## src/accum_map.vh

```
`ifndef ACCUM_MAP_VH
`define ACCUM_MAP_VH

// ----------------------------------------------------------------
// Datapath widths
// ----------------------------------------------------------------
`define ACC_W 58
`define MULA_W 27
`define MULB_W 24
`define PROD_W 51
`define REG_AW 4
`define REG_DW 32
`define HI_W 26

// ----------------------------------------------------------------
// Register offsets (word index on the register port)
// ----------------------------------------------------------------
`define OFS_CTRL 4'h0
`define OFS_MASK_LO 4'h1
`define OFS_MASK_HI 4'h2
`define OFS_PAT_LO 4'h3
`define OFS_PAT_HI 4'h4
`define OFS_RND_LO 4'h5
`define OFS_RND_HI 4'h6
`define OFS_STATUS 4'h7
`define OFS_CLEAR 4'h8
`define OFS_IRQ_EN 4'h9
`define OFS_ACC_LO 4'hA
`define OFS_ACC_HI 4'hB

// ----------------------------------------------------------------
// Control fields
// ----------------------------------------------------------------
`define CTRL_W 2
`define CTRL_PATTERN_ON 0
`define CTRL_AUTORESET 1
`define CTRL_RESET 2'h0

// ----------------------------------------------------------------
// Status / interrupt fields
// ----------------------------------------------------------------
`define STAT_W 4
`define STAT_OVERFLOW 0
`define STAT_UNDERFLOW 1
`define STAT_PATTERN 2
`define STAT_AUTORESET 3
`define STAT_RESET 4'h0

// ----------------------------------------------------------------
// Pattern detector and rounding constant reset values
// ----------------------------------------------------------------
`define MASK_RESET 58'h0FFFFFFFFFFFFFF
`define PATTERN_RESET 58'h000000000000000
`define RND_RESET 58'h000000000000000

// ----------------------------------------------------------------
// Operand select code fields
// ----------------------------------------------------------------
`define OPSEL_W 4
`define OPSEL_W_LSB 0
`define OPSEL_X_BIT 2
`define OPSEL_Z_BIT 3
`define WSEL_ZERO 2'h0
`define WSEL_ADDEND 2'h1
`define WSEL_STATIC 2'h2

// ----------------------------------------------------------------
// Carry-in source codes
// ----------------------------------------------------------------
`define CSEL_W 3
`define CSEL_INPUT 3'h0
`define CSEL_PROD_SIGN 3'h1
`define CSEL_PROD_SIGN_N 3'h2
`define CSEL_ACC_SIGN 3'h3
`define CSEL_ACC_SIGN_N 3'h4

`endif

```

## src/pattern_compare.v

```verilog
`timescale 1ns/100ps
`include "accum_map.vh"

// Masked compare of a word against a pattern and its complement
module pattern_compare (
   input wire [`ACC_W-1:0] value_in,
   input wire [`ACC_W-1:0] pattern_in,
   input wire [`ACC_W-1:0] mask_in,
   output wire match_out,
   output wire match_b_out
);

   wire [`ACC_W-1:0] hit;
   wire [`ACC_W-1:0] hit_b;

   // ----------------------------------------------------------------
   // Per-bit compare, masked bits always agree
   // ----------------------------------------------------------------
   genvar i;
   generate
      for (i = 0; i < `ACC_W; i = i + 1) begin : bit_cmp
         assign hit[i] = mask_in[i] | ~(value_in[i] ^ pattern_in[i]);
         assign hit_b[i] = mask_in[i] | (value_in[i] ^ pattern_in[i]);
      end
   endgenerate

   // All unmasked bits equal pattern / complement of pattern
   assign match_out = &hit;
   assign match_b_out = &hit_b;

endmodule

```

## src/accum_round_sat.v

```verilog
// Summary of operation
// RL1: Default zero pattern and top-two-zero mask flag overflow past accumulator bit 56.
// RL2: Overflow when value rises beyond 0011..1, underflow when it falls beyond 1100..0.
// RL3: Overflow and underflow are single-cycle pulses, never latched.
// RL4: Fabric registers the flags and muxes in max positive or max negative value; sat_fabric delays the result, not the flags.
// RL5: Pattern detection and both flags work only with pattern logic switched on.
// RL6: N mask ones give overflow above 2^N-1 and underflow below -2^N.
// RL7: User keeps at least one guard bit; 57 meaningful output bits remain.
// RL8: Rounding constant holds ones, one fewer than fractional places, e.g. 0000.0111.
// RL9: Round toward zero adds product, constant and sign bit as carry, then truncates.
// RL10: Round toward infinity adds complemented sign, produced internally by carry select.
// RL11: Controller may add constant on first cycle, taking accumulator sign for final carry.
// RL12: Addend input accepts run-time constants; static constant is configuration-only.
// RL13: Convergent rounding uses pattern-detect results plus fabric logic at midpoints.
// RL14: Pattern detector can clear the accumulator once a programmed count matches.
// RL15: Flags derive from the registered accumulator, one cycle after it updates.
//
// Added by the designer: the plain strobed port and the register addresses.
`timescale 1ns/100ps
`include "accum_map.vh"

module accum_round_sat (
   input wire mclk_in,
   input wire reset_n_in,
   input wire [`REG_AW-1:0] reg_addr_in,
   input wire [`REG_DW-1:0] reg_wdata_in,
   input wire reg_write_in,
   input wire reg_read_in,
   output wire [`REG_DW-1:0] reg_rdata_out,
   input wire [`MULA_W-1:0] mult_a_in,
   input wire [`MULB_W-1:0] mult_b_in,
   input wire [`ACC_W-1:0] addend_in,
   input wire [`OPSEL_W-1:0] operand_select_code_in,
   input wire carry_input_in,
   input wire [`CSEL_W-1:0] carry_in_source_select_in,
   output wire [`ACC_W-1:0] result_out,
   output wire pattern_detect_out,
   output wire pattern_b_detect_out,
   output wire overflow_out,
   output wire underflow_out,
   output wire irq_out
);

   // ----------------------------------------------------------------
   // Storage
   // ----------------------------------------------------------------
   reg [`CTRL_W-1:0] ctrl_reg;
   reg [`ACC_W-1:0] mask_reg;
   reg [`ACC_W-1:0] pattern_reg;
   reg [`ACC_W-1:0] static_round_constant_reg;
   reg [`STAT_W-1:0] status_reg;
   reg [`STAT_W-1:0] irq_en_reg;
   reg [`REG_DW-1:0] rdata_reg;
   reg [`ACC_W-1:0] acc_reg;
   reg match_reg;
   reg match_b_reg;
   reg overflow_reg;
   reg underflow_reg;

   reg [`ACC_W-1:0] w_mux;
   reg carry_bit;
   reg [`ACC_W-1:0] acc_next;
   reg [`STAT_W-1:0] status_next;
   reg [`STAT_W-1:0] clear_bits;
   reg [`REG_DW-1:0] rdata_next;

   wire pattern_logic_on;
   wire autoreset_on;
   wire signed [`PROD_W-1:0] product;
   wire [`ACC_W-1:0] prod_ext;
   wire [`ACC_W-1:0] x_mux;
   wire [`ACC_W-1:0] z_mux;
   wire [`ACC_W-1:0] sum;
   wire match_now;
   wire match_b_now;
   wire overflow_next;
   wire underflow_next;
   wire pattern_hit;
   wire autoreset_hit;
   wire [`STAT_W-1:0] events;

   assign pattern_logic_on = ctrl_reg[`CTRL_PATTERN_ON];
   assign autoreset_on = ctrl_reg[`CTRL_AUTORESET];

   // ----------------------------------------------------------------
   // Operand muxes and adder
   // ----------------------------------------------------------------

   // Signed multiply, sign extended to accumulator width
   assign product = $signed(mult_a_in) * $signed(mult_b_in);
   assign prod_ext = {{(`ACC_W-`PROD_W){product[`PROD_W-1]}}, product};

   // Product and accumulator feedback gates
   assign x_mux = operand_select_code_in[`OPSEL_X_BIT] ? prod_ext : {`ACC_W{1'b0}};
   assign z_mux = operand_select_code_in[`OPSEL_Z_BIT] ? acc_reg : {`ACC_W{1'b0}};

   // Third operand: run-time addend or fixed constant
   always @* begin
      case (operand_select_code_in[`OPSEL_W_LSB+1:`OPSEL_W_LSB])
         `WSEL_ADDEND: w_mux = addend_in; // RL12
         `WSEL_STATIC: w_mux = static_round_constant_reg; // RL12
         default: w_mux = {`ACC_W{1'b0}};
      endcase
   end

   // Carry source; sign terms give symmetric rounding
   always @* begin
      case (carry_in_source_select_in)
         `CSEL_PROD_SIGN: carry_bit = product[`PROD_W-1]; // RL9
         `CSEL_PROD_SIGN_N: carry_bit = ~product[`PROD_W-1]; // RL10
         `CSEL_ACC_SIGN: carry_bit = acc_reg[`ACC_W-1]; // RL11
         `CSEL_ACC_SIGN_N: carry_bit = ~acc_reg[`ACC_W-1]; // RL11
         default: carry_bit = carry_input_in;
      endcase
   end

   // Three-way add with carry, wraps modulo accumulator width
   assign sum = w_mux + x_mux + z_mux + {{(`ACC_W-1){1'b0}}, carry_bit}; // RL9

   // ----------------------------------------------------------------
   // Pattern detector
   // ----------------------------------------------------------------

   // Compare the registered accumulator, not the adder output
   pattern_compare u_detect (
      .value_in(acc_reg), // RL15
      .pattern_in(pattern_reg),
      .mask_in(mask_reg),
      .match_out(match_now),
      .match_b_out(match_b_now)
   );

   // Left the pattern or complement region: overflow or underflow
   assign overflow_next = pattern_logic_on & match_reg & ~match_now & ~match_b_now; // RL2
   assign underflow_next = pattern_logic_on & match_b_reg & ~match_now & ~match_b_now; // RL6
   assign pattern_hit = pattern_logic_on & match_now & ~match_reg;
   assign autoreset_hit = pattern_logic_on & autoreset_on & match_now;

   // Accumulator next value with counter auto-clear
   always @* begin
      if (autoreset_hit) begin
         acc_next = {`ACC_W{1'b0}}; // RL14
      end else begin
         acc_next = sum;
      end
   end

   // ----------------------------------------------------------------
   // Accumulator and flag registers
   // ----------------------------------------------------------------

   // Accumulator register, updated every edge
   always @(posedge mclk_in or negedge reset_n_in) begin
      if (!reset_n_in) begin
         acc_reg <= {`ACC_W{1'b0}};
      end else begin
         acc_reg <= acc_next;
      end
   end

   // Detector results, gated by the pattern logic switch
   always @(posedge mclk_in or negedge reset_n_in) begin
      if (!reset_n_in) begin
         match_reg <= 1'b0;
         match_b_reg <= 1'b0;
      end else begin
         match_reg <= pattern_logic_on & match_now; // RL5
         match_b_reg <= pattern_logic_on & match_b_now; // RL13
      end
   end

   // Flags follow the detector one cycle later, one-cycle pulses
   always @(posedge mclk_in or negedge reset_n_in) begin
      if (!reset_n_in) begin
         overflow_reg <= 1'b0;
         underflow_reg <= 1'b0;
      end else begin
         overflow_reg <= overflow_next; // RL3
         underflow_reg <= underflow_next; // RL3
      end
   end

   assign result_out = acc_reg;
   assign pattern_detect_out = match_reg;
   assign pattern_b_detect_out = match_b_reg;
   assign overflow_out = overflow_reg; // RL1
   assign underflow_out = underflow_reg;

   // ----------------------------------------------------------------
   // Interrupt status
   // ----------------------------------------------------------------

   assign events = {autoreset_hit, pattern_hit, underflow_next, overflow_next};

   // Clear from a write to the clear register
   always @* begin
      if (reg_write_in && (reg_addr_in == `OFS_CLEAR)) begin
         clear_bits = reg_wdata_in[`STAT_W-1:0];
      end else begin
         clear_bits = {`STAT_W{1'b0}};
      end
   end

   // New events win over a clear in the same cycle
   always @* begin
      status_next = (status_reg & ~clear_bits) | events;
   end

   assign irq_out = |(status_reg & irq_en_reg);

   // ----------------------------------------------------------------
   // Register writes
   // ----------------------------------------------------------------

   // Sticky status, updated every edge
   always @(posedge mclk_in or negedge reset_n_in) begin
      if (!reset_n_in) begin
         status_reg <= `STAT_RESET;
      end else begin
         status_reg <= status_next;
      end
   end

   // Interrupt enable register
   always @(posedge mclk_in or negedge reset_n_in) begin
      if (!reset_n_in) begin
         irq_en_reg <= `STAT_RESET;
      end else if (reg_write_in && (reg_addr_in == `OFS_IRQ_EN)) begin
         irq_en_reg <= reg_wdata_in[`STAT_W-1:0];
      end
   end

   // Configuration registers
   always @(posedge mclk_in or negedge reset_n_in) begin
      if (!reset_n_in) begin
         ctrl_reg <= `CTRL_RESET;
         mask_reg <= `MASK_RESET;
         pattern_reg <= `PATTERN_RESET;
         static_round_constant_reg <= `RND_RESET;
      end else begin
         if (reg_write_in) begin
            if (reg_addr_in == `OFS_CTRL) begin
               ctrl_reg <= reg_wdata_in[`CTRL_W-1:0];
            end else if (reg_addr_in == `OFS_MASK_LO) begin
               mask_reg[`REG_DW-1:0] <= reg_wdata_in;
            end else if (reg_addr_in == `OFS_MASK_HI) begin
               mask_reg[`ACC_W-1:`REG_DW] <= reg_wdata_in[`HI_W-1:0];
            end else if (reg_addr_in == `OFS_PAT_LO) begin
               pattern_reg[`REG_DW-1:0] <= reg_wdata_in;
            end else if (reg_addr_in == `OFS_PAT_HI) begin
               pattern_reg[`ACC_W-1:`REG_DW] <= reg_wdata_in[`HI_W-1:0];
            end else if (reg_addr_in == `OFS_RND_LO) begin
               static_round_constant_reg[`REG_DW-1:0] <= reg_wdata_in;
            end else if (reg_addr_in == `OFS_RND_HI) begin
               static_round_constant_reg[`ACC_W-1:`REG_DW] <= reg_wdata_in[`HI_W-1:0];
            end
         end
      end
   end

   // ----------------------------------------------------------------
   // Register reads
   // ----------------------------------------------------------------

   // Read mux; unmapped and write-only offsets read zero
   always @* begin
      rdata_next = {`REG_DW{1'b0}};
      if (reg_read_in) begin
         if (reg_addr_in == `OFS_CTRL) begin
            rdata_next = {{(`REG_DW-`CTRL_W){1'b0}}, ctrl_reg};
         end else if (reg_addr_in == `OFS_MASK_LO) begin
            rdata_next = mask_reg[`REG_DW-1:0];
         end else if (reg_addr_in == `OFS_MASK_HI) begin
            rdata_next = {{(`REG_DW-`HI_W){1'b0}}, mask_reg[`ACC_W-1:`REG_DW]};
         end else if (reg_addr_in == `OFS_PAT_LO) begin
            rdata_next = pattern_reg[`REG_DW-1:0];
         end else if (reg_addr_in == `OFS_PAT_HI) begin
            rdata_next = {{(`REG_DW-`HI_W){1'b0}}, pattern_reg[`ACC_W-1:`REG_DW]};
         end else if (reg_addr_in == `OFS_RND_LO) begin
            rdata_next = static_round_constant_reg[`REG_DW-1:0];
         end else if (reg_addr_in == `OFS_RND_HI) begin
            rdata_next = {{(`REG_DW-`HI_W){1'b0}},
                          static_round_constant_reg[`ACC_W-1:`REG_DW]};
         end else if (reg_addr_in == `OFS_STATUS) begin
            rdata_next = {{(`REG_DW-`STAT_W){1'b0}}, status_reg};
         end else if (reg_addr_in == `OFS_IRQ_EN) begin
            rdata_next = {{(`REG_DW-`STAT_W){1'b0}}, irq_en_reg};
         end else if (reg_addr_in == `OFS_ACC_LO) begin
            rdata_next = acc_reg[`REG_DW-1:0];
         end else if (reg_addr_in == `OFS_ACC_HI) begin
            rdata_next = {{(`REG_DW-`HI_W){1'b0}}, acc_reg[`ACC_W-1:`REG_DW]};
         end
      end
   end

   // Read data stands only in the cycle after the strobe
   always @(posedge mclk_in or negedge reset_n_in) begin
      if (!reset_n_in) begin
         rdata_reg <= {`REG_DW{1'b0}};
      end else begin
         rdata_reg <= rdata_next;
      end
   end

   assign reg_rdata_out = rdata_reg;

endmodule

```

## config.mk

```make
export PLATFORM = sky130hd
export DESIGN_NAME = accum_round_sat
export DESIGN_NICKNAME = d
export VERILOG_FILES = /design/src/pattern_compare.v /design/src/accum_round_sat.v
export VERILOG_INCLUDE_DIRS = /design/src
export SDC_FILE = /design/constraint.sdc
export NUM_CORES = 2
export LEC_CHECK = 0
export BUFFER_PORTS_ARGS = -buffer_cell sky130_fd_sc_hd__buf_2
export CAP_MARGIN = 20
export CORE_ASPECT_RATIO = 1.1
export CORE_MARGIN = 3
export CORE_UTILIZATION = 60
export CTS_BUF_LIST = sky130_fd_sc_hd__clkbuf_8 sky130_fd_sc_hd__clkbuf_16
export DETAILED_ROUTE_END_ITERATION = 7
export GPL_TIMING_DRIVEN = 0
export PLACE_DENSITY = 0.86
export SYNTH_ARGS = -nofsm -noshare
export SYNTH_HDL_FRONTEND = slang
export SYNTH_HIERARCHICAL = 1
export SYNTH_SLANG_ARGS = --single-unit
```

## constraint.sdc

```tcl
create_clock -name mclk_in -period 6.7 [get_ports mclk_in]
set_input_delay 0.67 -clock mclk_in [delete_from_list [all_inputs] [get_ports mclk_in]]
set_output_delay 0.67 -clock mclk_in [all_outputs]
set_load 0.05 [all_outputs]
```

==> results.ini <==
[floorplanning]
die_area_um2 = 72700
start_util = 0.611
die_w_um = 257
pin_count = 252
rows = 100
die_y_um = 283
core-area_um2 = 68300

[setup_path]
end_kind = flip-flop
path_class = in2reg
cp_top_family = adder cells
path_buf_inv = 10
cpPeakStageDelay_ns = 0.62
cpMaxStageDelayCell = fa_2
cp_max_fo = 8
cp_num_cells = 41
required_ns = 7.15
rr_worst_depth = 9
crit_path_frequent_cell = fa_1
start_kind = input pin
cp_data_arrival_time_ns = 10.91

[synth]
syn_area_um2 = 41700
synth_edf_count = 0
synthFlopType = dfrtp_1
avgSynthCellArea_um2 = 9.42
yosysSeqAreaShare = 0.168
ys_ff_latch = 278
syn_inst = 4431
synth_cell_type_count = 85
yosys_warnings = 6
async_flop_share = 1.00
synth_fp_nets = 5518

[sta]
finClkSkew_ns = 0.0280
final_max_slew_viol_count = 0
period_needed_ns = 10.47
grt_setup_unrepaired = yes
fin_hold_ws_ns = 0.373
slew_headroom = 0.142
fmax_mhz = 95.5
finalCritPeriodShare = 1.56
hold_viol_final = 0
fin_ws_ns = -3.77
final-setup-viol-count = 58
tightest_slew_ns = 1.29

[detailed_routing]
wl_per_cell_um = 28.8
totalWireLength_mm = 166
first_pass_iters = 8
drt_iter0_markers = 4608
vias = 37011
route.detailed.drc = 7
ant_nets = 0
viasPerCell = 6.41

[global_routing]
grt_overflow = 0
grt_max_degree = 127
grt_pass1_wl_mm = 234
grt_pass1_vias = 37986
grt_usage = 0.435
antenna_found_initial = 9

[clock_tree]
tritoncts = built
cts.path.max_buffers = 3
clk_pin_slew_worst_paths_ns = 0.07
cts_buffers = 26
cts_sinks = 278
root_buffer = clkbuf_16
clk_latency_ns = 0.59
htree_levels = 1

[placement]
port_buffers = 237
gp_congestion = 1.09
pre_cts_ws_ns = -5.43
dp_hpwl_mm = 124
dpl.cell_count = 5588

[finish]
final_cells = 5778
fillerInstances = 4724
multi_input_area_um2 = 32000
nets = 5922
area_growth_pct = 17.3
final_common_cell = inv_1
mostFrequentLayoutCells = inv_1 (761), fa_1 (700), nand2_1 (537), and2_1 (264), dfrtp_1 (222)
drive_gt1_frac = 0.221
seqCellArea_um2 = 7030

[worst_hold_path]
holdPathStages = 3
hold_class = in2reg

[run_status]
violations = design-rule violations, negative setup slack
outcome = complete, but fails checks

[flow_run]
drv_cap = 0

## cell type report
class                   instances  area share
plain buffers                 205      0.0450
diodes                          5    0.000256
repair buffers                385      0.0555
inverters                     783      0.0603
multi-input cells            3156       0.654
clock buffers                  32      0.0150
clock inverters                16     0.00279
well taps                     918      0.0235
flip-flops and latches        278       0.144
## final timing paths
check	start	end	slack (ns)
worst max-delay path	mult_a_in[26]	result_out[56]$_DFF_PN0_	-3.77
worst min-delay path	reg_read_in	reg_rdata_out[0]$_DFF_PN0_	0.37
worst max register to register	result_out[10]$_DFF_PN0_	result_out[5]$_DFF_PN0_	2.02
worst min register to register	pattern_detect_out$_DFF_PN0_	status_reg[2]$_DFF_PN0_	0.52
max in group asynchronous	reset_n_in	result_out[44]$_DFF_PN0_	5.20
min in group asynchronous	reset_n_in	reg_rdata_out[11]$_DFF_PN0_	0.54
## metal layers
| layer | global-route usage | wire [um] | share of wire |
|---|---|---|---|
| met5 | 0 | 27 | 0.00016 |
| met4 | 0.336 | 19000 | 0.11 |
| met3 | 0.125 | 21600 | 0.13 |
| met2 | 0.685 | 72200 | 0.43 |
| met1 | 0.507 | 53200 | 0.32 |
## tightest hold or removal path, delay by kind of cell
family / cells / cell delay, ns
compound gates: 2 / 0.12
buf+inv: 1 / 0.12
## cell usage after synthesis, drive strengths merged, types with 5 or more instances
cell type | count | share of area
inv | 783 | 0.070
fa | 731 | 0.35
nand2 | 550 | 0.049
and2 | 281 | 0.042
dfrtp | 222 | 0.13
ha | 199 | 0.060
clkbuf | 191 | 0.017
mux2 | 182 | 0.049
nor2 | 168 | 0.015
a21oi | 160 | 0.020
xnor2 | 128 | 0.027
a22oi | 85 | 0.015
o21ai | 83 | 0.010
nand2b | 79 | 0.012
dfstp | 56 | 0.035
a21o | 54 | 0.0097
or2 | 54 | 0.0081
nand3 | 42 | 0.0052
a31oi | 39 | 0.0058
o22ai | 29 | 0.0043
xor2 | 29 | 0.0061
nand4 | 28 | 0.0043
nor3 | 26 | 0.0032
buf | 23 | 0.0024
o221ai | 20 | 0.0043
a222oi | 18 | 0.0043
o21bai | 18 | 0.0032
and3 | 17 | 0.0025
nor2b | 15 | 0.0024
o211ai | 13 | 0.0025
a221oi | 9 | 0.0023
o21a | 9 | 0.0016
a211oi | 8 | 0.0017
nor4 | 7 | 0.0017
o31ai | 7 | 0.0017
or3 | 7 | 0.0010
and4 | 6 | 0.0013
o41ai | 6 | 0.0027
nand3b | 5 | 0.00090
## what timing repair did
item                                   CTS  global route
endpoints found under the hold margin   16             0
setup endpoints to repair               58            58
resized for setup                      383           210
setup buffers                           70            71
cloned                                   4             3
hold buffers                             1             0
pin swaps                               77            93
## kinds of logic after synthesis
group | share of synthesized area
AOI/OAI and AO/OA | 0.0954
and+or+nand+nor | 0.152
DFF | 0.168
xor gates and xnor gates | 0.0335
buffers and inverters | 0.0900
muxes | 0.0502
adders and majority gates | 0.410
## metrics by stage
| stage | util | setup TNS [ns] | instance area (um2) |
|---|---|---|---|
| 2_1_floorplan | - | -125.45 | 42200 |
| 3_3_place_gp | 0.652 | -257.58 | 44600 |
| 3_5_place_dp | 0.653 | -258.30 | 44600 |
| 4_1_cts | 0.698 | -155.74 | 47700 |
| 5_1_grt | 0.716 | -190.58 | 48900 |
| 6_report | 0.717 | -183.68 | 49000 |
Power is left out: the tool's default activity adds up to more than one toggle a clock period on the data nets, which glitch-free logic cannot reach.
